$ cat config.mk
export PLATFORM = sky130hd
export DESIGN_NAME = csr_status_top
export DESIGN_NICKNAME = d
export VERILOG_FILES = /design/src/design/csr_pkg.sv /design/src/design/csr_status_top.sv /design/src/design/csr_channel.sv
export SDC_FILE = /design/constraint.sdc
export NUM_CORES = 1
export LEC_CHECK = 0
export ABC_CLOCK_PERIOD_IN_PS = 1560
export BUFFER_PORTS_ARGS = -buffer_cell sky130_fd_sc_hd__buf_2
export CAP_MARGIN = 20
export CELL_PAD_IN_SITES_DETAIL_PLACEMENT = 0
export CELL_PAD_IN_SITES_GLOBAL_PLACEMENT = 1
export CORE_MARGIN = 2
export CORE_UTILIZATION = 45
export DETAILED_ROUTE_END_ITERATION = 7
export GPL_TIMING_DRIVEN = 0
export MAX_ROUTING_LAYER = met4
export PLACE_DENSITY = 0.86
export SLEW_MARGIN = 15
export SYNTH_ARGS = -nofsm -noshare
export SYNTH_HDL_FRONTEND = slang
export SYNTH_SLANG_ARGS = --single-unit
$ cat constraint.sdc
create_clock -name clk_sys -period 1.56 [get_ports clk_sys]
set_input_delay 0.312 -clock clk_sys [delete_from_list [all_inputs] [get_ports clk_sys]]
set_output_delay 0.312 -clock clk_sys [all_outputs]
set_load 0.005 [all_outputs]
$ cat src/design/csr_pkg.sv
// csr_pkg: bit layout, query codes and sizes for the channel status reporting block
// assumes one system clock; all users import csr_pkg::*
package csr_pkg;
  localparam int CSR_CHANNELS = 4;
  localparam int CSR_WIDTH = 8;
  localparam int CSR_CH_W = 2;
  // bit positions of the condition registers; weight of bit n is 2**n
  localparam int CSR_BIT_CV = 0;
  localparam int CSR_BIT_POS_CC = 1;
  localparam int CSR_BIT_NEG_CC = 2;
  localparam int CSR_BIT_OV = 3;
  localparam int CSR_BIT_OT = 4;
  localparam int CSR_BIT_UNR = 5;
  localparam int CSR_BIT_OC = 6;
  localparam int CSR_BIT_CP = 7;
  localparam logic [7:0] CSR_RESET_VALUE = 8'h00;
  // query selector on the command port
  typedef enum logic [1:0] {
    CSR_Q_LIVE = 2'b00,
    CSR_Q_HISTORY = 2'b01,
    CSR_Q_POLL = 2'b10,
    CSR_Q_NONE = 2'b11
  } csr_query_t;
endpackage : csr_pkg

$ cat src/design/csr_status_top.sv
// csr_status_top: per-channel status reporting with live, history and serial poll answers
// assumes condition pins are asynchronous; queries come from the command decoder on clk_sys
//
// How it works
// - eight-bit live register per channel
// - live bit set while condition holds
// - low bits: voltage, +current, -current, overvoltage
// - bit five flags unregulated, weight 32
// - bits four, six, seven: temp, overcurrent, coupled
// - answer is weighted sum, 0 to 255
// - range change or power limit sets coupled
// - no-change setting clears coupled bit
// - history register keeps every condition since read
// - history read reloads from live value
// - one shared serial poll register
// - live register not writable by controller
`timescale 1ns/1ps
module csr_status_top
  import csr_pkg::*;
#(
  parameter int CHANNELS = CSR_CHANNELS
)(
  input wire logic clk_sys,
  input wire logic reset,
  input wire logic [CHANNELS*7-1:0] cond_pins,
  input wire logic [CHANNELS-1:0] cp_set,
  input wire logic [CHANNELS-1:0] cp_clear,
  input wire logic [3:0] poll_upper,
  input wire logic query_valid,
  input wire logic [1:0] query_kind,
  input wire logic [CSR_CH_W-1:0] query_channel,
  output logic [7:0] answer_reg,
  output logic answer_valid_reg
);
  // ---------------------------------------------------------------
  // pin synchronisers
  // ---------------------------------------------------------------
  logic [CHANNELS*7-1:0] cond_meta_reg;
  logic [CHANNELS*7-1:0] cond_sync_reg;

  always_ff @(posedge clk_sys) begin
    if (reset) begin
      cond_meta_reg <= '0;
      cond_sync_reg <= '0;
    end else begin
      cond_meta_reg <= cond_pins;
      cond_sync_reg <= cond_meta_reg;
    end
  end

  // ---------------------------------------------------------------
  // channels
  // ---------------------------------------------------------------
  logic [7:0] live_all [CHANNELS];
  logic [7:0] hist_all [CHANNELS];
  logic [CHANNELS-1:0] hist_read;
  logic [CHANNELS-1:0] any_live;

  // the channel must be named: no broadcast read exists
  generate
    for (genvar c = 0; c < CHANNELS; c++) begin : g_ch
      assign hist_read[c] = query_valid && (query_kind == CSR_Q_HISTORY)
                            && (query_channel == CSR_CH_W'(c));
      assign any_live[c] = |live_all[c];
      csr_channel u_ch (
        .clk_sys(clk_sys),
        .reset(reset),
        .cond_in(cond_sync_reg[c*7 +: 7]),
        .cp_set(cp_set[c]),
        .cp_clear(cp_clear[c]),
        .history_read(hist_read[c]),
        .live_reg(live_all[c]),
        .history_reg(hist_all[c])
      );
    end
  endgenerate

  // ---------------------------------------------------------------
  // answer selection
  // ---------------------------------------------------------------
  logic [7:0] poll_value;
  logic [3:0] fault_summary;
  logic [7:0] answer_next;
  logic ch_ok;

  // low nibble shows which channels have any condition, upper supplied by the controller core
  assign fault_summary = 4'(any_live);
  assign poll_value = {poll_upper, fault_summary};
  assign ch_ok = 32'(query_channel) < CHANNELS;

  // binary value equals the sum of bit weights
  always_comb begin
    answer_next = CSR_RESET_VALUE;
    case (query_kind)
      CSR_Q_LIVE: answer_next = ch_ok ? live_all[query_channel] : CSR_RESET_VALUE;
      CSR_Q_HISTORY: answer_next = ch_ok ? hist_all[query_channel] : CSR_RESET_VALUE;
      CSR_Q_POLL: answer_next = poll_value;
      default: answer_next = CSR_RESET_VALUE;
    endcase
  end

  always_ff @(posedge clk_sys) begin
    if (reset) begin
      answer_reg <= CSR_RESET_VALUE;
      answer_valid_reg <= 1'b0;
    end else begin
      answer_valid_reg <= query_valid && (query_kind != CSR_Q_NONE);
      if (query_valid) begin
        answer_reg <= answer_next;
      end
    end
  end

  a_answer_pulse: assert property (@(posedge clk_sys) disable iff (reset)
    (query_valid && query_kind == CSR_Q_POLL) |=> (answer_valid_reg && answer_reg[7:4] ==
    $past(poll_upper))) else $error("poll answer wrong");
  a_live_answer: assert property (@(posedge clk_sys) disable iff (reset)
    (query_valid && query_kind == CSR_Q_LIVE && query_channel == 2'h0) |=>
    (answer_reg == $past(live_all[0]))) else $error("live answer wrong");

  // ---------------------------------------------------------------
  // query decode for the checks
  // ---------------------------------------------------------------
  logic q_live;
  logic q_hist;
  logic q_poll;
  logic q_none;
  logic q_answered;

  // named decode keeps the properties short
  assign q_live = query_valid && (query_kind == CSR_Q_LIVE);
  assign q_hist = query_valid && (query_kind == CSR_Q_HISTORY);
  assign q_poll = query_valid && (query_kind == CSR_Q_POLL);
  assign q_none = query_valid && (query_kind == CSR_Q_NONE);
  assign q_answered = q_live || q_hist || q_poll;

  // ---------------------------------------------------------------
  // answer port, history reload and synchroniser checks
  // ---------------------------------------------------------------
  // the answer properties lean on the one-edge answer latency; the hist_read checks are same-cycle
  a_reset_quiet: assert property (@(posedge clk_sys)
    reset |=> (answer_reg == CSR_RESET_VALUE && !answer_valid_reg))
    else $error("answer not quiet after reset");

  a_valid_on_query: assert property (@(posedge clk_sys) disable iff (reset)
    q_answered |=> answer_valid_reg)
    else $error("answer valid missing");

  a_none_silent: assert property (@(posedge clk_sys) disable iff (reset)
    q_none |=> !answer_valid_reg)
    else $error("valid raised for empty query");

  a_none_zero: assert property (@(posedge clk_sys) disable iff (reset)
    q_none |=> (answer_reg == CSR_RESET_VALUE))
    else $error("empty query left a value");

  a_idle_silent: assert property (@(posedge clk_sys) disable iff (reset)
    !query_valid |=> !answer_valid_reg)
    else $error("valid raised without a query");

  a_answer_holds: assert property (@(posedge clk_sys) disable iff (reset)
    !query_valid |=> $stable(answer_reg))
    else $error("answer moved without a query");

  a_poll_low: assert property (@(posedge clk_sys) disable iff (reset)
    q_poll |=> (answer_reg[3:0] == $past(fault_summary)))
    else $error("poll channel bits wrong");

  a_poll_whole: assert property (@(posedge clk_sys) disable iff (reset)
    q_poll |=> (answer_reg == $past(poll_value)))
    else $error("poll answer not the shared register");

  a_hist_read_single: assert property (@(posedge clk_sys) disable iff (reset)
    $onehot0(hist_read))
    else $error("more than one history reload");

  a_hist_read_sel: assert property (@(posedge clk_sys) disable iff (reset)
    (q_hist && ch_ok) |-> (hist_read != '0))
    else $error("history query did not reload");

  a_no_hist_idle: assert property (@(posedge clk_sys) disable iff (reset)
    !q_hist |-> (hist_read == '0))
    else $error("history reloaded without its query");

  a_meta_follows: assert property (@(posedge clk_sys) disable iff (reset)
    1'b1 |=> (cond_meta_reg == $past(cond_pins)))
    else $error("first sync stage not tracking");

  a_sync_follows: assert property (@(posedge clk_sys) disable iff (reset)
    1'b1 |=> (cond_sync_reg == $past(cond_meta_reg)))
    else $error("second sync stage not tracking");

  a_sync_reset: assert property (@(posedge clk_sys)
    reset |=> (cond_sync_reg == '0))
    else $error("sync stage not cleared by reset");

  // ---------------------------------------------------------------
  // per-channel checks
  // ---------------------------------------------------------------
  // the live register is fed by the conditions and cp_set/cp_clear only; queries never write it
  generate
    for (genvar k = 0; k < CHANNELS; k++) begin : g_chk
      a_live_of_ch: assert property (@(posedge clk_sys) disable iff (reset)
        (q_live && query_channel == CSR_CH_W'(k)) |=> (answer_reg == $past(live_all[k])))
        else $error("live answer of channel wrong");

      a_hist_of_ch: assert property (@(posedge clk_sys) disable iff (reset)
        (q_hist && query_channel == CSR_CH_W'(k)) |=> (answer_reg == $past(hist_all[k])))
        else $error("history answer of channel wrong");

      a_live_no_write: assert property (@(posedge clk_sys) disable iff (reset)
        (query_valid && $stable(cond_sync_reg) && !cp_set[k] && !cp_clear[k]) |=>
        $stable(live_all[k]))
        else $error("live register moved by a query");

      a_cp_held: assert property (@(posedge clk_sys) disable iff (reset)
        (!cp_set[k] && !cp_clear[k]) |=>
        (live_all[k][CSR_BIT_CP] == $past(live_all[k][CSR_BIT_CP])))
        else $error("coupled bit moved without a cause");
    end
  endgenerate
endmodule : csr_status_top

$ cat src/design/csr_channel.sv
// csr_channel: live and accumulated condition registers of one output channel
// assumes condition inputs already synchronised to clk_sys by the top
`timescale 1ns/1ps
module csr_channel
  import csr_pkg::*;
(
  input wire logic clk_sys,
  input wire logic reset,
  input wire logic [6:0] cond_in,
  input wire logic cp_set,
  input wire logic cp_clear,
  input wire logic history_read,
  output logic [7:0] live_reg,
  output logic [7:0] history_reg
);
  logic [7:0] live_next;
  logic [7:0] history_next;
  logic cp_next;

  // set beats clear when both arrive together
  assign cp_next = cp_set ? 1'b1 : (cp_clear ? 1'b0 : live_reg[CSR_BIT_CP]);
  assign live_next = {cp_next, cond_in};
  // a read reloads from the live value, not zero, so ongoing conditions stay visible
  assign history_next = history_read ? live_next : (history_reg | live_next);

  always_ff @(posedge clk_sys) begin
    if (reset) begin
      live_reg <= CSR_RESET_VALUE;
      history_reg <= CSR_RESET_VALUE;
    end else begin
      live_reg <= live_next;
      history_reg <= history_next;
    end
  end

  a_history_holds_live: assert property (@(posedge clk_sys) disable iff (reset)
    ((live_reg & ~history_reg) == 8'h00)) else $error("history lost a live bit");
  a_history_reload: assert property (@(posedge clk_sys) disable iff (reset)
    history_read |=> (history_reg == live_reg)) else $error("history not reloaded");
  a_history_sticky: assert property (@(posedge clk_sys) disable iff (reset)
    !history_read |=> ((($past(history_reg)) & ~history_reg) == 8'h00))
    else $error("history bit dropped between reads");
  a_cp_set_wins: assert property (@(posedge clk_sys) disable iff (reset)
    cp_set |=> live_reg[CSR_BIT_CP]) else $error("coupled bit not set");
  a_cp_clears: assert property (@(posedge clk_sys) disable iff (reset)
    (cp_clear && !cp_set) |=> !live_reg[CSR_BIT_CP]) else $error("coupled bit not cleared");
  a_live_follows: assert property (@(posedge clk_sys) disable iff (reset)
    1'b1 |=> (live_reg[6:0] == $past(cond_in))) else $error("live bits not tracking");
endmodule : csr_channel

==> results of run 1 <==
-- layout make-up --
cell class / count / area [sq um]
fill: 780 / 3870
sequential: 129 / 2580
multi-input combinational: 221 / 1590
clock buffer: 21 / 459
timing repair buffer: 55 / 290
tap: 129 / 161
clock inverter: 9 / 156
buffer: 21 / 104
inverter: 6 / 22.5
-- layout by cell type (no fill, tap or decap) --
master         netlist  final
o221a_1              2      2
o31ai_1              2      2
and3b_1              1      1
nand2_1              6      6
nand3b_1             1      1
a21o_1              32     32
nor4_1               8      8
buf_4                3      3
nor2_1              14     14
o21ai_0              1      1
mux4_1               2      2
buf_6                1      1
clkinv_4             0      1
nor3_1               2      2
or3_1                1      1
mux2i_1             15     15
clkbuf_8             0      4
dlygate4sd3_1        0      3
o22ai_1             11     11
mux4_2               5      5
clkinv_2             0      1
clkbuf_1            11     12
nor2b_1             92     92
a21oi_1             15     15
mux2_2               3      3
or3b_1               1      1
bufinv_16            0      4
buf_1                1      1
dfxtp_1            129    129
a21boi_0             2      2
a211oi_2             2      2
inv_1                6      6
buf_2                5     57
clkinvlp_4           0      3
clkbuf_16            0     16
a31oi_2              2      2
nand2b_1             1      1
-- worst paths after layout --
path / to / slack [ns] / depth (start not counted)
worst max-delay path: answer_reg[0] / 0.26 / 1
worst min-delay path: cond_meta_reg[12] / 0.01 / 2
worst max register to register: answer_reg[1] / 0.33 / 3
worst min register to register: cond_sync_reg[19] / 0.43 / 1
-- per-stage QoR --
step / instance area [sq um] / TNS (ns) / power [mW]
2_1_floorplan: 4300 / 0 / 3.87
3_3_place_gp: 4720 / -4.33 / 4.02
3_5_place_dp: 4720 / -3.95 / 4.03
4_1_cts: 5370 / 0 / 8.06
5_1_grt: 5370 / 0 / 8.28
6_report: 5370 / 0 / 8.02
-- layer usage --
| metal | track usage | up-vias | part of all wire |
|---|---|---|---|
| li1 | - | 1422 | - |
| met1 | 0.227 | 1324 | 0.47 |
| met2 | 0.302 | 86 | 0.46 |
| met3 | 0.0545 | 11 | 0.055 |
| met4 | 0.0717 | 0 | 0.014 |
| met5 | - | - | 0 |
-- where the power goes --
| part | total, mW | internal [mW] | switching, mW |
|---|---|---|---|
| combinational | 0.446 | 0.227 | 0.219 |
| sequential | 3.52 | 3.46 | 0.0661 |
| clock | 4.05 | 2.70 | 1.35 |
| total | 8.02 | 6.38 | 1.63 |
-- cells by family (layout without fill, tap and decap cells) --
kind of cell,Yosys count,after routing,share of synthesized area
compound gates,69,69,0.114
buf+inv,27,112,0.0294
flops,129,129,0.601
mux,25,25,0.0812
simple gates,127,127,0.174
==> flow_summary.yaml, run 1 <==
worst_setup_path:
  path_cells: "buf_2"
  cp-start-kind: "flop"
  cp-startpoint: "answer_reg[0]"
  crit_path_top_delay_cell: "dfxtp_1"
  crit_arrival_ns: 0.99
  endpoint_kind: "output pin"
  path_buf_inv: 1
  critPathKind: "flop to output pin"
  worst_ep_required_time_ns: 1.25
  cpLargestDelayFamily: "flip-flops"
  r2r_start: "g_ch[2].u_ch.history_reg[1]"
  cpPeakStageDelay_ns: 0.36
  path_max_fanout: 2
clock_network:
  insertion_delay_ns: 0.51
  htree_levels: 4
  cts_tree: "yes"
  post_cts_resized: 0
  max-clock-path-buffers: 2
  clk_pin_slew_worst_paths_ns: 0.06
  ctsHoldBuffers: 3
  cts.root.buffer_cell: "clkbuf_8"
  cts_post_setup_buffers_inserted: 0
  cts_sinks: 129
  cts_made_buffers: 17
synth:
  synth_edf_count: 0
  async_flop_share: 0
  synth_ff_type: "dfxtp_1"
  ys_top_cells_by_area: "dfxtp_1 60%, nor2b_1 13%, a21o_1 5.6%"
  synth_common_cells: "129 x dfxtp_1, 92 x nor2b_1, 32 x a21o_1, 15 x a21oi_1, 15 x mux2i_1"
  syn-cell-area_sq_um: 4300
  synth_area_per_cell_sq_um: 11.4
  synth_seq_area_share: 0.601
  yosysMostFrequentCell: "dfxtp_1"
  ys_seq_elements: 129
  synthCells: 377
  ys_types: 30
  synth_top_cell_by_area: "dfxtp_1"
  ys_warn_count: 0
  synth.net_count: 424
  yosysTopAreaCellShare: 0.601
floorplan:
  die_area_sq_um: 10300
  ios: 56
  core_sq_um: 9240
  die_h_um: 102
  rows: 35
  start_util: 0.465
  dieWidth_um: 102
sta:
  hold_viol: 0
  worstMarginPinSlew_ns: 0.641
  period_share: 0.832
  period_needed_ns: 1.30
  max_slew_margin: 0.573
  fmax_mhz: 770
  setup_viol: 0
  final.setup.worst_slack_ns: 0.262
  clock_skew_ns: 0.00816
  rsz0062_at_grt: "false"
  slew_viol_final: 0
  holdWs_ns: 0.0126
cells_and_area:
  post-route-util: 0.581
  finalNonFillerCells: 591
  n_antenna_cell: 0
  syn2layout_area_growth_pct: 24.8
  fin_nets: 498
  drive_gt1_frac: 0.221
global_routing:
  grt_start_max_net_pins: 17
  antenna_found_initial: 0
  first_global_vias: 2860
  overflow: 0
  grtUsageTotal: 0.189
  grt_pass1_wl_um: 14100
routing:
  num_vias: 2843
  ant_nets: 0
  via_per_inst: 4.81
  first_iter_violations: 100
  wl_per_cell_um: 14.8
  drc: 0
  wl_um: 8770
  drtPass1Iterations: 4
placed_design:
  place.detailed.hpwl_um: 6220
  port_buffers: 52
  place_inst: 558
  dp_slack_ns: -0.192
  place_congestion: 0.851
worst_hold_path:
  worstHoldStart: "cond_pins[12]"
  hold_class: "primary input to flop"
power_and_ir_drop:
  power.leakage_nw: 2.45
  peakVddDrop_mv: 0.872
  powerDensity_nw_per_um2: 1490
outcome:
  status: "complete, no violations"
run:
  maxCapViolations: 0
Power figures use the tool's default switching activity.
==> inputs of run 2 (changes only) <==
- ABC_AREA: default -> 1
- ABC_CLOCK_PERIOD_IN_PS: 1560 -> 1100
- CORE_UTILIZATION: 45 -> 37
- PLACE_DENSITY: 0.86 -> 0.82
- clock period: 1.56 -> 1.1 ns (I/O delays scaled with it)
==> flow_summary.yaml, run 2 <==
placed_design:
  place.detailed.hpwl_um: 8200
  post_dp_cell_area_sq_um: 5100
  port_buffers: 52
  dp_slack_ns: -0.442
  place_congestion: 0.921
  place_inst: 842
cells_and_area:
  post-route-util: 0.479
  fin_nets: 747
  fill_cells: 1246
  n_antenna_cell: 0
  final_cell_mix: "179 x nand2_1, 120 x nor2_1, 109 x dfxtp_1"
  final_common_cell: "nand2_1"
  drive_gt1_frac: 0.191
  finalNonFillerCells: 880
  fin_area_sq_um: 5810
  syn2layout_area_growth_pct: 25.4
worst_setup_path:
  cp-start-kind: "flop"
  reg2reg_depth: 6
  cp_num_cells: 1
  endpoint_kind: "output pin"
  cpPeakStageDelay_ns: 0.32
  path_cells: "buf_2"
  path_buf_inv: 1
  crit_arrival_ns: 0.85
  crit_path_top_delay_cell: "dfxtp_2"
  cpLargestDelayFamily: "flip-flops"
  worst_ep_required_time_ns: 0.88
  path_max_fanout: 2
  critPathKind: "flop to output pin"
sta:
  worstMarginPinSlew_ns: 0.636
  period_share: 0.968
  clock_skew_ns: 0.00611
  max_slew_margin: 0.574
  period_needed_ns: 1.07
  slew_viol_final: 0
  fmax_mhz: 939
  setup_viol: 0
  hold_viol: 0
  tns_ns: 0
  rsz0062_at_grt: "true"
  final.setup.worst_slack_ns: 0.0349
global_routing:
  first_global_vias: 3579
  grt_start_max_net_pins: 17
  grt_pass1_wl_um: 18000
  overflow: 0
  grtUsageTotal: 0.184
  antenna_found_initial: 0
run:
  maxCapViolations: 0
floorplan:
  dieWidth_um: 116
  ios: 56
  die_area_sq_um: 13400
  rows: 40
  die_h_um: 116
  start_util: 0.382
  core_sq_um: 12100
routing:
  via_per_inst: 4.34
  wl_per_cell_um: 12.7
  wl_met3_um: 683
  top_layer_used: "met4"
  drc: 0
  num_vias: 3819
  first_iter_violations: 226
  wl_met2_um: 5120
  drtPass1Iterations: 5
  wl_um: 11200
  drt-met1-wl_um: 5190
  ant_nets: 0
synth:
  synthCells: 622
  ys_warn_count: 0
  syn-cell-area_sq_um: 4630
  yosysMostFrequentCell: "nand2_1"
  ys_top_cells_by_area: "dfxtp_1 56%, nand2_1 15%, nor2_1 9.7%"
  synth.net_count: 669
  synth_seq_area_share: 0.558
  async_flop_share: 0
  yosysTopAreaCellShare: 0.558
  synth_top_cell_by_area: "dfxtp_1"
  synth_ff_type: "dfxtp_1"
  synth_edf_count: 0
  synth_common_cells: "179 x nand2_1, 129 x dfxtp_1, 120 x nor2_1, 94 x inv_1, 25 x a21oi_1"
  synth_area_per_cell_sq_um: 7.44
  ys_seq_elements: 129
  ys_types: 21
power_and_ir_drop:
  p_sw_mw: 2.61
  p_clk_frac: 0.493
  p_seq_frac: 0.441
  powerDensity_nw_per_um2: 1960
  peakVddDrop_mv: 1.04
  internal-power_mw: 8.74
  power.leakage_nw: 2.81
  p_comb_frac: 0.066
  p_sw_frac: 0.230
clock_network:
  cts_tree: "yes"
  cts.root.buffer_cell: "clkbuf_16"
  insertion_delay_ns: 0.41
  max-clock-path-buffers: 2
  htree_levels: 4
  cts_made_buffers: 17
  cts_sinks: 129
  clk_pin_slew_worst_paths_ns: 0.06
worst_hold_path:
  hold_class: "primary input to flop"
  whs_path_depth: 3
outcome:
  status: "complete, no violations"
-- run 2: worst paths after layout --
path	start	endpoint	slack, ns
setup reg to reg	g_ch[3].u_ch.live_reg[6]	answer_reg[6]	0.05
hold reg to reg	cond_meta_reg[6]	cond_sync_reg[6]	0.40
setup / recovery	answer_reg[0]	answer_reg[0]	0.03
hold / removal	cond_pins[23]	cond_meta_reg[23]	0.007
-- run 2: power groups by stage --
stage	sequential (mW)	clock (mW)	combinational (mW)
global route	5.03	5.92	0.851
detailed placement	5.10	0	0.723
CTS	5.00	5.66	0.738
finish	5.01	5.59	0.749
global placement	5.10	0	0.709
floorplan	5.07	0	0.474
-- run 2: per-stage QoR --
| step | hold slack [ns] | power [mW] |
|---|---|---|
| 4_1_cts | 0.000882 | 11.4 |
| 3_3_place_gp | 0.392 | 5.81 |
| 3_5_place_dp | 0.392 | 5.83 |
| 5_1_grt | 0.00102 | 11.8 |
| 6_report | 0.00669 | 11.4 |
| 2_1_floorplan | 0.327 | 5.54 |
-- run 2: cell families after synthesis --
logic type,after synthesis,share of synthesized area
AND/OR/NAND/NOR,326,0.279
buffers and inverters,122,0.109
flip-flops,129,0.558
AO/OA/AOI/OAI,45,0.0551
-- run 2: layer usage --
layer  vias up  GRT usage
met1      1667      0.232
met2       116      0.286
li1       2015          -
met3        21     0.0481
met4         0     0.0690
met5         -          -
-- run 2: layout make-up --
type	instances	area (sq um)	area share
Buffer	25	143	0.0246
Clock buffer	17	425	0.0733
Clock inverter	14	165	0.0284
Inverter	97	367	0.0631
Multi-Input combinational cell	371	1550	0.268
Sequential cell	129	2610	0.449
Tap cell	168	210	0.0362
Timing Repair Buffer	59	334	0.0575
-- run 2: repair_timing --
action	CTS	global route
hold buffers	4	2
resized for setup	0	27
setup endpoints to repair	0	33
setup buffers	0	1
endpoints found under the hold margin	4	2
==> inputs of run 3 (changes only) <==
- ABC_AREA: 1 -> default
- CORE_UTILIZATION: 37 -> 40
- PLACE_DENSITY: 0.82 -> 0.81
==> flow_summary.yaml, run 3 (synthesized netlist as in run 1, its figures left out) <==
floorplan:
  die_h_um: 108
  rows: 37
  start_util: 0.414
  core_sq_um: 10400
  ios: 56
  dieWidth_um: 108
  die_area_sq_um: 11600
sta:
  worstMarginPinSlew_ns: 0.603
  fmax_mhz: 855
  final.setup.worst_slack_ns: -0.0694
  hold_viol: 0
  rsz0062_at_grt: "true"
  max_slew_margin: 0.596
  period_needed_ns: 1.17
  setup_viol: 14
  clock_skew_ns: 0.00678
  period_share: 1.06
  holdWs_ns: 0.0333
  slew_viol_final: 0
routing:
  wl_met2_um: 4390
  drtPass1Iterations: 4
  wl_um: 9290
  first_iter_violations: 190
  via_per_inst: 4.70
  wl_per_cell_um: 14.7
  ant_nets: 0
  drt-met1-wl_um: 4120
  num_vias: 2972
  top_layer_used: "met4"
  wl_met3_um: 645
  drc: 0
global_routing:
  first_global_vias: 3012
  grtUsageTotal: 0.179
  grt_pass1_wl_um: 15200
  grt_start_max_net_pins: 17
  antenna_found_initial: 0
  overflow: 0
worst_setup_path:
  crit_arrival_ns: 1.54
  worst_ep_required_time_ns: 1.47
  path_cells: "mux4_2, a21oi_2, o22ai_1"
  endpoint_kind: "flop"
  critPathKind: "flop to flop"
  crit_path_top_delay_cell: "mux4_2"
  cpPeakStageDelay_ns: 0.49
  path_max_fanout: 2
  cp-start-kind: "flop"
placed_design:
  place.detailed.hpwl_um: 6540
  post_dp_cell_area_sq_um: 4780
  place_congestion: 0.917
  dp_slack_ns: -0.443
  port_buffers: 52
power_and_ir_drop:
  powerDensity_nw_per_um2: 1950
  peakVddDrop_mv: 0.959
  power.leakage_nw: 2.61
  totalPowerFinal_mw: 11.3
clock_network:
  insertion_delay_ns: 0.51
  cts.root.buffer_cell: "clkbuf_8"
  max-clock-path-buffers: 2
  cts_tree: "yes"
  cts_sinks: 129
  clk_pin_slew_worst_paths_ns: 0.06
  htree_levels: 4
  cts_made_buffers: 17
cells_and_area:
  fin_area_sq_um: 5800
  final_common_cell: "dfxtp_1"
  syn2layout_area_growth_pct: 34.9
  regArea_sq_um: 2600
  multi_input_area_sq_um: 1650
  fin_nets: 530
  fill_cells: 880
  drive_gt1_frac: 0.282
  n_antenna_cell: 0
  post-route-util: 0.559
  final_cell_mix: "112 x dfxtp_1, 92 x nor2b_1, 52 x buf_2"
outcome:
  status: "complete, but fails checks"
  violations: "setup timing"
worst_hold_path:
  hold_class: "primary input to flop"
run:
  maxCapViolations: 0
## run 3: cell count changes in the layout (fill, tap and decap cells not counted), moves of 12 or more
| cell | change |
|---|---|
| nor2_1 | -107 |
| nand3_1 | -12 |
| nor2b_1 | +92 |
| mux2i_1 | +15 |
| a21oi_1 | -14 |
| dlygate4sd3_1 | +26 |
| a21o_1 | +32 |
| inv_1 | -88 |
| nand2_1 | -174 |
## run 3: critical path, delay by kind of cell (launching register included)
| family | cells | cell delay [ns] |
|---|---|---|
| multiplexers | 1 | 0.49 |
| AO/OA/AOI/OAI | 2 | 0.22 |
| flip-flops | 1 | 0.33 |
## run 3: layout make-up
cell class | instances | share of cell area
repair buffers | 87 | 0.107
clock inverters | 13 | 0.0274
clock buffers | 19 | 0.0762
inverters | 6 | 0.00388
well taps | 136 | 0.0293
multi-input cells | 221 | 0.284
flip-flops and latches | 129 | 0.449
plain buffers | 21 | 0.0231
## run 3: repair_timing
| action | 4_1_cts | 5_1_grt |
|---|---|---|
| hold endpoints to repair | 32 | 0 |
| setup endpoints to repair | 14 | 16 |
| pin swaps | 10 | 5 |
| buffers inserted | 2 | 1 |
| resized for setup | 21 | 10 |
| hold buffers | 32 | 0 |
## run 3: where the power goes
group	internal [mW]	switching, mW	total, mW	leakage, nW
registers	4.91	0.0986	5.00	1.07
logic	0.419	0.344	0.764	1.25
clock network	3.57	2.00	5.57	0.290
## run 3: path summary, 6_finish.rpt
kind         cells after the start  slack [ns]           endpoint                        start
max reg2reg                      3       -0.07      answer_reg[0]  g_ch[3].u_ch.history_reg[0]
max                              3       -0.07      answer_reg[0]  g_ch[3].u_ch.history_reg[0]
min reg2reg                      1        0.43  cond_sync_reg[23]            cond_meta_reg[23]
min                              3        0.03      answer_reg[6]                poll_upper[2]
## run 3: layer usage
layer | track usage | up-vias
li1 | - | 1485
met1 | 0.214 | 1374
met2 | 0.288 | 99
met3 | 0.0515 | 14
met4 | 0.0668 | 0
met5 | - | -
## run 3: metrics by stage
stage | instances | TNS [ns]
floorplan | 377 | -1.18
global placement | 565 | -14.75
detailed placement | 565 | -16.79
global route | 632 | -1.29
CTS | 631 | -0.851
finish | 632 | -0.743
